$ cat src/design/dacdb_map.vh
// Constants for the double-buffered twelve-channel DAC load block
//
// What this block does
// - Twelve independent channels, each driven by its own 12-bit output code.
// - Each channel has an input word register ahead of an output latch; latch drives output.
// - Reading a channel's data location returns its output latch, not the pending word.
// - Sync-load select 0: latch takes the new word right after each write.
// - Sync-load select 1: writes change only the input word; latch waits for load.
// - Software writes 1 to config-0 load bit; device then makes the internal load.
// - A new latch code reaches the channel output with no further delay.
// - Reset sets every input word, latch and output code to zero.
// - After reset every output buffer is powered down, high impedance, pulled to ground.
// - Per-channel gain picks an output span of twice or five times reference.
// - One load trigger updates all pending sync-selected channels in the same cycle.
// - A trigger reloads only latches whose input word was written since last trigger.
`ifndef DACDB_MAP_VH
`define DACDB_MAP_VH

// ==========================================================
// Sizes
`define DACDB_NUM_CH 12
`define DACDB_CODE_W 12
`define DACDB_IDX_W 4

// ==========================================================
// Reset values
`define DACDB_CODE_RST 12'h000
`define DACDB_SEL_RST 12'h000
`define DACDB_GAIN_RST 12'h000
`define DACDB_PWR_RST 12'h000

// ==========================================================
// Field positions and encodings
`define DACDB_CFG0_LOAD_BIT 0
`define DACDB_GAIN_2X 1'b0
`define DACDB_GAIN_5X 1'b1

// ==========================================================
// Readback selector codes
`define DACDB_RD_LATCH 2'h0
`define DACDB_RD_SEL 2'h1
`define DACDB_RD_GAIN 2'h2
`define DACDB_RD_PWR 2'h3

`endif

$ cat src/design/dacdb_chan.v
// One channel: input word register, output latch and pending flag
`timescale 1ns/1ps
`include "dacdb_map.vh"

module dacdb_chan (
    input wire i_clk_sys,
    input wire i_nrst,
    input wire i_wr,
    input wire [`DACDB_CODE_W-1:0] i_data,
    input wire i_sync_sel,
    input wire i_load,
    output wire [`DACDB_CODE_W-1:0] o_latch,
    output wire o_pending,
    output wire o_updated
);

    reg [`DACDB_CODE_W-1:0] word_q;
    reg [`DACDB_CODE_W-1:0] latch_q;
    reg pending_q;
    reg updated_q;

    // ==========================================================
    // Input word and latch
    // A write and a trigger in the same cycle: the trigger moves the old word,
    // the new word stays pending for the next trigger, so no write is lost.
    always @(posedge i_clk_sys) begin
        if (!i_nrst) begin
            word_q <= `DACDB_CODE_RST;
            latch_q <= `DACDB_CODE_RST;
            pending_q <= 1'b0;
            updated_q <= 1'b0;
        end else begin
            updated_q <= 1'b0;
            if (i_load && i_sync_sel && pending_q) begin
                latch_q <= word_q;
                pending_q <= 1'b0;
                updated_q <= 1'b1;
            end
            if (i_wr) begin
                word_q <= i_data;
                if (!i_sync_sel) begin
                    latch_q <= i_data;
                    pending_q <= 1'b0;
                    updated_q <= 1'b1;
                end else begin
                    pending_q <= 1'b1;
                end
            end
        end
    end

    // Latch drives the output directly, no extra stage
    assign o_latch = latch_q;
    assign o_pending = pending_q;
    assign o_updated = updated_q;

endmodule

$ cat src/design/dacdb_top.v
// Top of the twelve-channel double-buffered DAC load block
`timescale 1ns/1ps
`include "dacdb_map.vh"

module dacdb_top (
    input wire i_clk_sys,
    input wire i_nrst,
    input wire i_wr_en,
    input wire [`DACDB_IDX_W-1:0] i_wr_chan,
    input wire [`DACDB_CODE_W-1:0] i_wr_data,
    input wire i_sel_wr,
    input wire [`DACDB_NUM_CH-1:0] i_channel_sync_load_sel,
    input wire i_gain_wr,
    input wire [`DACDB_NUM_CH-1:0] i_gain,
    input wire i_pwr_wr,
    input wire [`DACDB_NUM_CH-1:0] i_pwr_up,
    input wire i_cfg0_wr,
    input wire [`DACDB_CODE_W-1:0] i_cfg0_data,
    input wire i_rd_en,
    input wire [1:0] i_rd_what,
    input wire [`DACDB_IDX_W-1:0] i_rd_chan,
    output wire [`DACDB_NUM_CH*`DACDB_CODE_W-1:0] o_dac_code,
    output wire [`DACDB_NUM_CH-1:0] o_gain_5x,
    output wire [`DACDB_NUM_CH-1:0] o_out_en,
    output wire [`DACDB_NUM_CH-1:0] o_pull_gnd,
    output wire [`DACDB_NUM_CH-1:0] o_pending,
    output wire [`DACDB_NUM_CH-1:0] o_updated,
    output wire o_load_pulse,
    output wire o_cfg0_load_rd,
    output wire [`DACDB_CODE_W-1:0] o_rd_data,
    output wire o_rd_valid,
    output wire o_wr_err
);

    // ==========================================================
    // Declarations
    reg [`DACDB_NUM_CH-1:0] sel_q;
    reg [`DACDB_NUM_CH-1:0] gain_q;
    reg [`DACDB_NUM_CH-1:0] pwr_q;
    reg internal_load_trigger_q;
    reg [`DACDB_CODE_W-1:0] rd_data_q;
    reg [`DACDB_CODE_W-1:0] rd_data_d;
    reg rd_valid_q;
    reg wr_err_q;
    wire [`DACDB_NUM_CH-1:0] chan_wr;
    wire [`DACDB_NUM_CH*`DACDB_CODE_W-1:0] latch_all;
    wire wr_chan_ok;
    wire rd_chan_ok;
    wire load_req;

    // ==========================================================
    // Helper functions
    // Index range check, used by the write and the read path
    function chan_valid;
        input [`DACDB_IDX_W-1:0] idx;
        begin
            chan_valid = (idx < `DACDB_NUM_CH);
        end
    endfunction

    // One-hot decode of a channel index; out-of-range gives all zero
    function [`DACDB_NUM_CH-1:0] chan_onehot;
        input [`DACDB_IDX_W-1:0] idx;
        integer k;
        begin
            chan_onehot = {`DACDB_NUM_CH{1'b0}};
            for (k = 0; k < `DACDB_NUM_CH; k = k + 1) begin
                if (idx == k[`DACDB_IDX_W-1:0]) begin
                    chan_onehot[k] = 1'b1;
                end
            end
        end
    endfunction

    // Pick one 12-bit code out of the packed latch vector
    function [`DACDB_CODE_W-1:0] code_of;
        input [`DACDB_NUM_CH*`DACDB_CODE_W-1:0] vec;
        input [`DACDB_IDX_W-1:0] idx;
        integer k;
        begin
            code_of = `DACDB_CODE_RST;
            for (k = 0; k < `DACDB_NUM_CH; k = k + 1) begin
                if (idx == k[`DACDB_IDX_W-1:0]) begin
                    code_of = vec[k*`DACDB_CODE_W +: `DACDB_CODE_W];
                end
            end
        end
    endfunction

    // Pick one bit of a per-channel vector, zero-extended to code width
    function [`DACDB_CODE_W-1:0] bit_of;
        input [`DACDB_NUM_CH-1:0] vec;
        input [`DACDB_IDX_W-1:0] idx;
        integer k;
        begin
            bit_of = `DACDB_CODE_RST;
            for (k = 0; k < `DACDB_NUM_CH; k = k + 1) begin
                if (idx == k[`DACDB_IDX_W-1:0]) begin
                    bit_of = {{(`DACDB_CODE_W-1){1'b0}}, vec[k]};
                end
            end
        end
    endfunction

    // ==========================================================
    // Write decode
    // Writes to a channel index beyond the bank are dropped and flagged
    assign wr_chan_ok = chan_valid(i_wr_chan);
    assign rd_chan_ok = chan_valid(i_rd_chan);
    assign chan_wr = i_wr_en ? chan_onehot(i_wr_chan) : {`DACDB_NUM_CH{1'b0}};

    // ==========================================================
    // Per-channel configuration
    // Select, gain and power bits update as whole vectors on their strobes
    always @(posedge i_clk_sys) begin
        if (!i_nrst) begin
            sel_q <= `DACDB_SEL_RST;
            gain_q <= `DACDB_GAIN_RST;
            pwr_q <= `DACDB_PWR_RST;
        end else begin
            if (i_sel_wr) begin
                sel_q <= i_channel_sync_load_sel;
            end
            if (i_gain_wr) begin
                gain_q <= i_gain;
            end
            if (i_pwr_wr) begin
                pwr_q <= i_pwr_up;
            end
        end
    end

    // ==========================================================
    // Load trigger
    // Only a write of 1 to the load bit fires; the bit is not stored, so a
    // held strobe still gives one pulse per write cycle and reads back zero
    assign load_req = i_cfg0_wr && i_cfg0_data[`DACDB_CFG0_LOAD_BIT];
    always @(posedge i_clk_sys) begin
        if (!i_nrst) begin
            internal_load_trigger_q <= 1'b0;
        end else begin
            internal_load_trigger_q <= load_req;
        end
    end
    assign o_load_pulse = internal_load_trigger_q;
    assign o_cfg0_load_rd = 1'b0;

    // ==========================================================
    // Channel bank
    // Every channel sees the same trigger cycle, so all selected ones with a pending word move together
    genvar g;
    generate
        for (g = 0; g < `DACDB_NUM_CH; g = g + 1) begin : g_chan
            dacdb_chan u_chan (
                .i_clk_sys(i_clk_sys),
                .i_nrst(i_nrst),
                .i_wr(chan_wr[g]),
                .i_data(i_wr_data),
                .i_sync_sel(sel_q[g]),
                .i_load(internal_load_trigger_q),
                .o_latch(latch_all[g*`DACDB_CODE_W +: `DACDB_CODE_W]),
                .o_pending(o_pending[g]),
                .o_updated(o_updated[g])
            );
        end
    endgenerate

    // ==========================================================
    // Analog-side outputs
    // Codes come straight from the latch flops so the output follows at once
    assign o_dac_code = latch_all;
    assign o_gain_5x = gain_q;
    // Buffer off means high impedance with the ground pull engaged
    assign o_out_en = pwr_q;
    assign o_pull_gnd = ~pwr_q;

    // ==========================================================
    // Readback mux
    // Data location returns the latch; the pending word is never visible here
    always @* begin
        rd_data_d = `DACDB_CODE_RST;
        if (!rd_chan_ok) begin
            rd_data_d = `DACDB_CODE_RST;
        end else if (i_rd_what == `DACDB_RD_LATCH) begin
            rd_data_d = code_of(latch_all, i_rd_chan);
        end else if (i_rd_what == `DACDB_RD_SEL) begin
            rd_data_d = bit_of(sel_q, i_rd_chan);
        end else if (i_rd_what == `DACDB_RD_GAIN) begin
            rd_data_d = bit_of(gain_q, i_rd_chan);
        end else begin
            rd_data_d = bit_of(pwr_q, i_rd_chan);
        end
    end

    // Read answer one cycle after the request, held until the next read
    always @(posedge i_clk_sys) begin
        if (!i_nrst) begin
            rd_data_q <= `DACDB_CODE_RST;
            rd_valid_q <= 1'b0;
            wr_err_q <= 1'b0;
        end else begin
            rd_valid_q <= i_rd_en;
            if (i_rd_en) begin
                rd_data_q <= rd_data_d;
            end
            wr_err_q <= i_wr_en && !wr_chan_ok;
        end
    end
    assign o_rd_data = rd_data_q;
    assign o_rd_valid = rd_valid_q;
    assign o_wr_err = wr_err_q;

endmodule

$ cat config.mk
export PLATFORM = sky130hd
export DESIGN_NAME = dacdb_top
export DESIGN_NICKNAME = d
export VERILOG_FILES = /design/src/design/dacdb_chan.v /design/src/design/dacdb_top.v
export VERILOG_INCLUDE_DIRS = /design/src /design/src/design
export SDC_FILE = /design/constraint.sdc
export NUM_CORES = 1
export LEC_CHECK = 0
export ABC_AREA = 1
export BUFFER_PORTS_ARGS = -buffer_cell sky130_fd_sc_hd__buf_2
export CAP_MARGIN = 20
export CORE_MARGIN = 4
export CORE_UTILIZATION = 61
export CTS_CLUSTER_DIAMETER = 100
export DETAILED_ROUTE_END_ITERATION = 6
export PLACE_DENSITY = 0.89
export SETUP_SLACK_MARGIN = 0.05
export SLEW_MARGIN = 30
export SYNTH_ARGS = -nofsm -noshare
export SYNTH_HDL_FRONTEND = slang
export SYNTH_HIERARCHICAL = 1
export SYNTH_SLANG_ARGS = --single-unit
$ cat constraint.sdc
create_clock -name i_clk_sys -period 3.9 [get_ports i_clk_sys]
set_clock_uncertainty 0.15 [all_clocks]
set_input_delay 0.585 -clock i_clk_sys [delete_from_list [all_inputs] [get_ports i_clk_sys]]
set_output_delay 0.585 -clock i_clk_sys [all_outputs]
set_load 0.005 [all_outputs]
# Yosys cells after proc, flatten, opt, wreduce, memory -nomap -nowiden
# Index checks and enable logic that the tools add are counted.
# op_classes
bitwise_logic	1
n_reduce_logical	42
magnitude_cmp	2
mux	173
n_eq_ne	24
# op_table
cell	count
2-to-1 mux 12 bit	86
2-to-1 mux 1 bit	87
equality test 4 x 3 -> 1 bit (second input constant)	8
equality test 4 bit (second input constant)	8
logical AND 1 bit	26
nonzero test 2 bit	12
equality test 4 x 2 -> 1 bit (second input constant)	4
NOT 12 bit	1
equality test 4 x 1 -> 1 bit (second input constant)	2
logical NOT 4 bit	2
< comparator 4 bit (second input constant)	2
equality test 2 x 1 -> 1 bit (second input constant)	1
equality test 2 bit (second input constant)	1
logical NOT 2 bit	1
logical NOT 1 bit	1
# totals
out_inout_bits	220
ff_bits	363
word_cells	297

# Longest topological paths before layout
# Gate-level depths: netlist (run 1).
# logic_depth
ltp_word	17
ltp_mapped	17

# Hierarchy
# Netlist (run 1), hierarchy kept.
# modules_own_cells
mod	area_each_um2	n_inst	cells_each
dacdb_chan	1144.8	12	162
dacdb_top	3200.6	1	551

# Worst setup path after synthesis (run 1)
# No wires, ideal clock.
# synth_path
path_kind	register -> register
from	register internal_load_trigger_q, in the netlist o_load_pulse
to	register g_chan[7].u_chan.latch_q[9]
arrival_time_ns	2.039
path_stages_with_launch	7
synth_period_minus_slack_ns	2.299
path_slack_ns	1.601
path_cell_list	dfxtp_1 > nand3_2 > buf_2 > nand2_1 > nand3_2 > nand3_1 > inv_1
# synth_between
elab_chain_len	5
# synth_rtl
item	line_no	source
start: declaration	dacdb_top.v:40	reg internal_load_trigger_q;
start signal: assignment	dacdb_top.v:142	internal_load_trigger_q <= load_req;
logical AND 1 bit (*) (2 in a row)	dacdb_chan.v:34	if (i_load && i_sync_sel && pending_q) begin
2-to-1 mux 12 bit (*)	dacdb_chan.v:34	
2-to-1 mux 12 bit	dacdb_chan.v:41	if (!i_sync_sel) begin
2-to-1 mux 12 bit (*)	dacdb_chan.v:39	if (i_wr) begin
end signal: assignment	dacdb_chan.v:29	latch_q <= `DACDB_CODE_RST;
end signal: assignment	dacdb_chan.v:35	latch_q <= word_q;
end signal: assignment	dacdb_chan.v:42	latch_q <= i_data;
end: declaration	dacdb_chan.v:18	reg [`DACDB_CODE_W-1:0] latch_q;
# Every way passes the cells marked *; elsewhere a longest branch is shown, timed or not.
# A chain may end at the register's enable or synchronous reset.

# Final worst setup path (run 1)
# layout_path
from	register internal_load_trigger_q, in the netlist o_load_pulse
to	output port o_load_pulse
# layout_rtl
item	line_no	source
end: declaration	dacdb_top.v:28	output wire o_load_pulse,
# No word-level cell between the ends.

==> impl_metrics.py, run 1 <==
metrics = {
    "synth": {
        "synth_area_mm2": 0.0169,
        "synthCells": 2495,
        "ys_seq_elements": 363,
        "synth_cell_types": 28,
        "syn_nets": 2573,
        "yosysSeqAreaShare_pct": 42.9,
        "synth_area_per_cell_um2": 6.79,
        "synth_warnings": 6,
    },
    "place": {
        "dp_hpwl_mm": 40.0,
        "globalplace.congestion": 0.976,
        "placed_cells": 3032,
        "io_buffers": 285,
    },
    "routing": {
        "drc": 6,
        "wl_mm": 59.8,
        "wl_per_cell_um": 19.3,
        "vias": 18609,
        "vias_per_cell": 6.00,
        "ant_nets": 0,
        "first_iter_violations": 2688,
        "drt-pass1-iter-count": 7,
    },
    "outcome": {
        "violations": "DRC",
        "outcome": "finished with violations",
    },
    "cells_and_area": {
        "final_layout_size_suffix_gt1_share_pct": 16.4,
        "diodes": 0,
        "area_growth_syn_to_layout_pct": 15.5,
        "num-nets-final": 2778,
        "fill_cells": 2159,
        "fin_cells": 3099,
    },
    "sta": {
        "post-route-period-util_pct": 62.8,
        "hold_viol_final": 0,
        "tns_ns": 0,
        "worst-slew-pin-transition_ns": 0.896,
        "finalMaxSlewViolations": 0,
        "finalSetupViolCount": 0,
        "min_period_ns": 2.45,
        "slew_headroom_pct": 40.0,
        "rsz0062_at_grt": "no",
        "fmax_mhz": 408,
    },
    "cts": {
        "holdBufCountCts": 0,
        "clkSinkCount": 363,
        "cts_max_level": 2,
        "cts-root-buf": "clkbuf_16",
        "cts.path.max_buffers": 3,
        "ctsResizeCount": 0,
        "tritoncts": "done",
        "cts_buffers": 38,
        "post-cts-setup-buffer-count": 0,
        "worstSkewPairLatency_ns": 0.54,
        "cts.clk_slew.worst_paths_ns": 0.06,
    },
    "setup_path": {
        "start_kind": "register",
        "path_max_fanout": 62,
        "rrSetupSlack_ns": 1.77,
        "cp_data_arrival_time_ns": 1.72,
        "worstSetupEndpointType": "output pin",
        "path_class": "register to output pin",
        "timing.rr.start": "g_chan[1].u_chan/o_latch[9]",
        "startpoint": "o_load_pulse",
        "crit_end": "o_load_pulse",
        "required_ns": 3.16,
        "reg2reg_depth": 8,
        "r2r_end": "o_rd_data[9]",
    },
    "global_route": {
        "antenna_found_initial": 0,
        "grt_start_max_net_pins": 103,
        "grt_pass1_wl_mm": 92.6,
        "globalRouteTotalUtil_pct": 37.2,
        "grt_remaining_overflow": 0,
        "grt_pass1_vias": 17063,
    },
    "floorplan": {
        "die-area_mm2": 0.0305,
        "rows": 60,
        "start_util_pct": 62.5,
        "die_w_um": 175,
        "die_h_um": 175,
        "coreArea_mm2": 0.0271,
        "ioPinCount": 298,
    },
    "flow_run": {
        "cap_violations": 0,
    },
    "power_and_ir_drop": {
        "vdd_drop_max_mv": 0.322,
        "powerDensity_mw_per_mm2": 423,
        "p_leak_nw": 10.3,
    },
    "min_path": {
        "worstHoldStart": "i_channel_sync_load_sel[1]",
        "hp-class": "primary input to register",
    },
}
==> cell usage after synthesis, drive strengths merged <==
| cell | instances | area [um^2] |
|---|---|---|
| a221oi | 5 | 43.8 |
| inv | 281 | 1050 |
| nor2 | 320 | 1230 |
| a21oi | 131 | 656 |
| or2 | 26 | 163 |
| conb | 1 | 3.75 |
| and3 | 1 | 6.26 |
| o211ai | 1 | 7.51 |
| dfxtp | 363 | 7270 |
| clkbuf | 52 | 195 |
| o21ai | 198 | 991 |
| buf | 94 | 579 |
| nand3 | 252 | 1380 |
| nand4 | 170 | 1060 |
| nand3b | 1 | 7.51 |
| o22ai | 1 | 6.26 |
| o21bai | 1 | 7.51 |
| nand2 | 596 | 2270 |
| nor3 | 1 | 5.00 |
==> worst max-delay path, cell delays in order, from the launching register on <==
cell and delay, ns:
dfxtp_4 0.63, buf_12 0.34, buf_2 0.18
==> final cells by class <==
cell class | count | area, um^2 | area share [%]
Multi-Input combinational cell | 1705 | 7850 | 40.1
Tap cell | 372 | 465 | 2.38
Inverter | 281 | 1050 | 5.39
Timing Repair Buffer | 311 | 1680 | 8.59
Clock inverter | 12 | 113 | 0.576
Sequential cell | 363 | 7270 | 37.2
Clock buffer | 55 | 1130 | 5.77
==> placed cells by master, fill, tap and decap left out, types with 9 or more instances in the layout <==
cell type and n:
nand4_1 170, inv_2 25, buf_4 22, buf_2 284, or2_0 24, clkinv_2 9, nor2_1 307, nor2_2 13
clkbuf_16 41, a21oi_1 131, nand3_1 228, nand3_2 24, dfxtp_1 362, clkbuf_1 9, inv_1 256, o21ai_0 197
nand2_1 584, nand2_2 12
==> worst min path at each step <==
stage | endpoint | cells after the start | slack (ns)
6_report | sel_q[1] | 3 | 0.12
5_1_grt | sel_q[5] | 3 | 0.14
4_1_cts | sel_q[2] | 3 | 0.12
3_5_place_dp | g_chan[5].u_chan/word_q[4] | 2 | 0.30
3_3_place_gp | g_chan[8].u_chan/word_q[4] | 2 | 0.29
2_1_floorplan | g_chan[0].u_chan/word_q[4] | 2 | 0.28
==> kinds of logic after synthesis <==
logic type / after synthesis / share of synthesized area (%)
AO/OA/AOI/OAI: 337 / 10.1
buffers and inverters: 427 / 10.8
flip-flops: 363 / 42.9
other: 1 / 0.0221
AND/OR/NAND/NOR: 1367 / 36.2
==> report_power, final <==
| group | switching, mW | internal, mW | total (mW) | leakage (nW) |
|---|---|---|---|---|
| clock | 1.48 | 2.14 | 3.62 | 0.615 |
| combinational | 0.462 | 0.212 | 0.674 | 6.72 |
| sequential | 0.156 | 3.81 | 3.97 | 2.95 |
| total | 2.10 | 6.17 | 8.27 | 10.3 |
==> per-layer routing <==
metal	vias to the layer above	global-route usage [%]	share of wire (%)
met4	0	20.0	6.2
met2	1405	58.3	44
met1	8438	49.3	36
met3	265	6.66	14
li1	8501	-	-
met5	-	0	0
==> per-stage QoR <==
step	setup slack [ns]	power [mW]	utilization [%]	instance area (um^2)	hold slack, ns
5_1_grt	1.36	8.50	72.2	19600	0.135
2_1_floorplan	1.60	4.37	-	16900	0.283
3_5_place_dp	1.07	4.69	67.6	18300	0.296
6_report	1.45	8.27	72.2	19600	0.122
3_3_place_gp	1.14	4.66	67.6	18300	0.292
4_1_cts	1.49	8.24	72.2	19600	0.120
==> flip-flops by register name, indices dropped and copies added (netlist names) <==
name	flops
o_wr_err	1
o_rd_data	12
o_rd_valid	1
o_load_pulse	1
g_chan.u_chan/word_q	144
g_chan.u_chan/o_updated	12
g_chan.u_chan/o_latch	144
sel_q	12
g_chan.u_chan/o_pending	12
o_gain_5x	12
o_out_en	12
No activity file was read; power rests on OpenSTA's default activity.
==> run 2: changes to the inputs <==
--- a/config.mk
+++ b/config.mk
@@ -10,10 +10,10 @@
 export BUFFER_PORTS_ARGS = -buffer_cell sky130_fd_sc_hd__buf_2
 export CAP_MARGIN = 20
 export CORE_MARGIN = 4
-export CORE_UTILIZATION = 61
+export CORE_UTILIZATION = 51
 export CTS_CLUSTER_DIAMETER = 100
 export DETAILED_ROUTE_END_ITERATION = 6
-export PLACE_DENSITY = 0.89
+export PLACE_DENSITY = 0.8
 export SETUP_SLACK_MARGIN = 0.05
 export SLEW_MARGIN = 30
 export SYNTH_ARGS = -nofsm -noshare
==> constraint.sdc (replaced) <==
create_clock -name i_clk_sys -period 2.1 [get_ports i_clk_sys]
set_clock_uncertainty 0.15 [all_clocks]
set_input_delay 0.315 -clock i_clk_sys [delete_from_list [all_inputs] [get_ports i_clk_sys]]
set_output_delay 0.315 -clock i_clk_sys [all_outputs]
set_load 0.005 [all_outputs]
==> run 2 against run 1 <==
Compared with the run above:
- the flow still finishes with violations (DRC)
- count of clock-buffer cells in the layout rose by 1
- sequential power is 84% higher
- final cell count grew 6.6%
- hold slack got worse by 0.060 ns
- die area increased by 19%
- combinational power up 130%
- setup slack lost 1.3 ns
- first-iteration DRC count fell by 2.7%
- largest cell class unchanged
==> impl_metrics.py, run 2 (synthesis gave the netlist of run 1 again) <==
metrics = {
    "floorplan": {
        "rows": 66,
        "die-area_mm2": 0.0362,
        "ioPinCount": 298,
        "die_w_um": 190,
        "coreArea_mm2": 0.0326,
        "die_h_um": 190,
        "start_util_pct": 51.9,
    },
    "global_route": {
        "grt_remaining_overflow": 0,
        "globalRouteTotalUtil_pct": 34.8,
        "grt_start_max_net_pins": 54,
        "grt_pass1_wl_mm": 100,
        "antenna_found_initial": 0,
        "grt_pass1_vias": 17567,
    },
    "outcome": {
        "outcome": "finished with violations",
        "violations": "DRC",
    },
    "cts": {
        "post-cts-setup-buffer-count": 0,
        "cts-root-buf": "clkbuf_16",
        "cts.clk_slew.worst_paths_ns": 0.06,
        "cts_buffers": 41,
        "tritoncts": "done",
        "cts_max_level": 2,
        "cts.path.max_buffers": 3,
        "clkSinkCount": 363,
        "worstSkewPairLatency_ns": 0.53,
    },
    "routing": {
        "drt-met1-wl_mm": 25.3,
        "wl_per_cell_um": 19.9,
        "vias": 19051,
        "drc": 3,
        "drt-pass1-iter-count": 7,
        "first_iter_violations": 2615,
        "highest_layer": "met4",
        "wl_mm": 65.8,
        "vias_per_cell": 5.77,
        "route.met2.wl_mm": 28.6,
        "ant_nets": 0,
        "wl_met3_mm": 7.73,
    },
    "sta": {
        "min_period_ns": 1.98,
        "fmax_mhz": 506,
        "rsz0062_at_grt": "yes",
        "worst-slew-pin-transition_ns": 0.787,
        "post-route-period-util_pct": 94.1,
        "finalSetupViolCount": 0,
        "finalMaxSlewViolations": 0,
        "tns_ns": 0,
        "slew_headroom_pct": 47.5,
        "hold_viol_final": 0,
    },
    "cells_and_area": {
        "area_growth_syn_to_layout_pct": 23.5,
        "diodes": 0,
        "final_layout_size_suffix_gt1_share_pct": 19.0,
        "final_common_cell": "nand2_1",
        "final_cell_mix": "nand2_1, dfxtp_1, nor2_1",
        "num-nets-final": 2911,
    },
    "power_and_ir_drop": {
        "vdd_drop_max_mv": 0.572,
        "finalPower_mw": 16.1,
        "p_leak_nw": 11.0,
        "powerDensity_mw_per_mm2": 767,
    },
    "flow_run": {
        "cap_violations": 0,
    },
    "setup_path": {
        "cp_data_arrival_time_ns": 2.24,
        "path_max_fanout": 16,
        "rrSetupSlack_ns": 0.24,
        "required_ns": 2.37,
        "start_kind": "primary input",
        "worstSetupEndpointType": "register",
        "path_class": "primary input to register",
    },
    "place": {
        "dp_hpwl_mm": 46.3,
        "globalplace.congestion": 1.00,
        "io_buffers": 285,
    },
    "min_path": {
        "hp-class": "primary input to register",
    },
}
-- run 2: stage by stage --
| stage | std cells | hold slack, ns | instance area, um^2 | util [%] | setup slack (ns) |
|---|---|---|---|---|---|
| 6_report | 3303 | 0.0615 | 20900 | 64.1 | 0.125 |
| 5_1_grt | 3303 | 0.0621 | 20900 | 64.1 | -0.00171 |
| 2_1_floorplan | 2495 | 0.258 | 16900 | - | 0.352 |
| 4_1_cts | 3302 | 0.00210 | 20900 | 64.0 | 0.137 |
| 3_3_place_gp | 3192 | 0.293 | 19200 | 58.7 | -0.274 |
| 3_5_place_dp | 3192 | 0.296 | 19200 | 58.7 | -0.165 |
-- run 2: final timing paths --
| kind | endpoint | from | depth (start not counted) |
|---|---|---|---|
| hold reg to reg | g_chan[9].u_chan/word_q[4] | g_chan[9].u_chan/word_q[4] | 2 |
| setup reg to reg | o_rd_data[9] | g_chan[0].u_chan/o_latch[9] | 8 |
| hold / removal | sel_q[3] | i_channel_sync_load_sel[3] | 3 |
| setup / recovery | g_chan[2].u_chan/o_latch[7] | i_wr_chan[2] | 12 |
-- run 2: what timing repair did --
action / 4_1_cts / 5_1_grt
hold endpoints to repair: 37 / 1
gates resized for setup: 0 / 8
hold buffers: 39 / 1
endpoints found under the setup margin: 0 / 34
-- run 2: metal layers --
metal | track usage [%] | vias up
met3 | 6.68 | 247
li1 | - | 8783
met5 | 0 | -
met1 | 46.8 | 8755
met2 | 53.1 | 1266
met4 | 19.0 | 0
-- run 2: layout make-up --
type | instances | area (um^2)
Fill cell | 2852 | 11700
Timing Repair Buffer | 441 | 2830
Multi-Input combinational cell | 1705 | 7870
Sequential cell | 363 | 7270
Tap cell | 442 | 553
Clock inverter | 15 | 194
Inverter | 281 | 1060
Clock buffer | 56 | 1140
-- run 2: worst max-delay path: stages --
cell and delay [ns]:
dlygate4sd3_1 0.52, buf_2 0.16, inv_1 0.07, nand3_1 0.17, nor2_1 0.17, buf_4 0.17
inv_2 0.04, nor2_2 0.15, inv_4 0.13, or2_0 0.22, nand3_1 0.09, inv_1 0.05
-- run 2: report_power, final --
part,internal [mW],switching (mW)
Sequential,7.08,0.240
Clock,4.30,2.90
Combinational,0.542,0.978
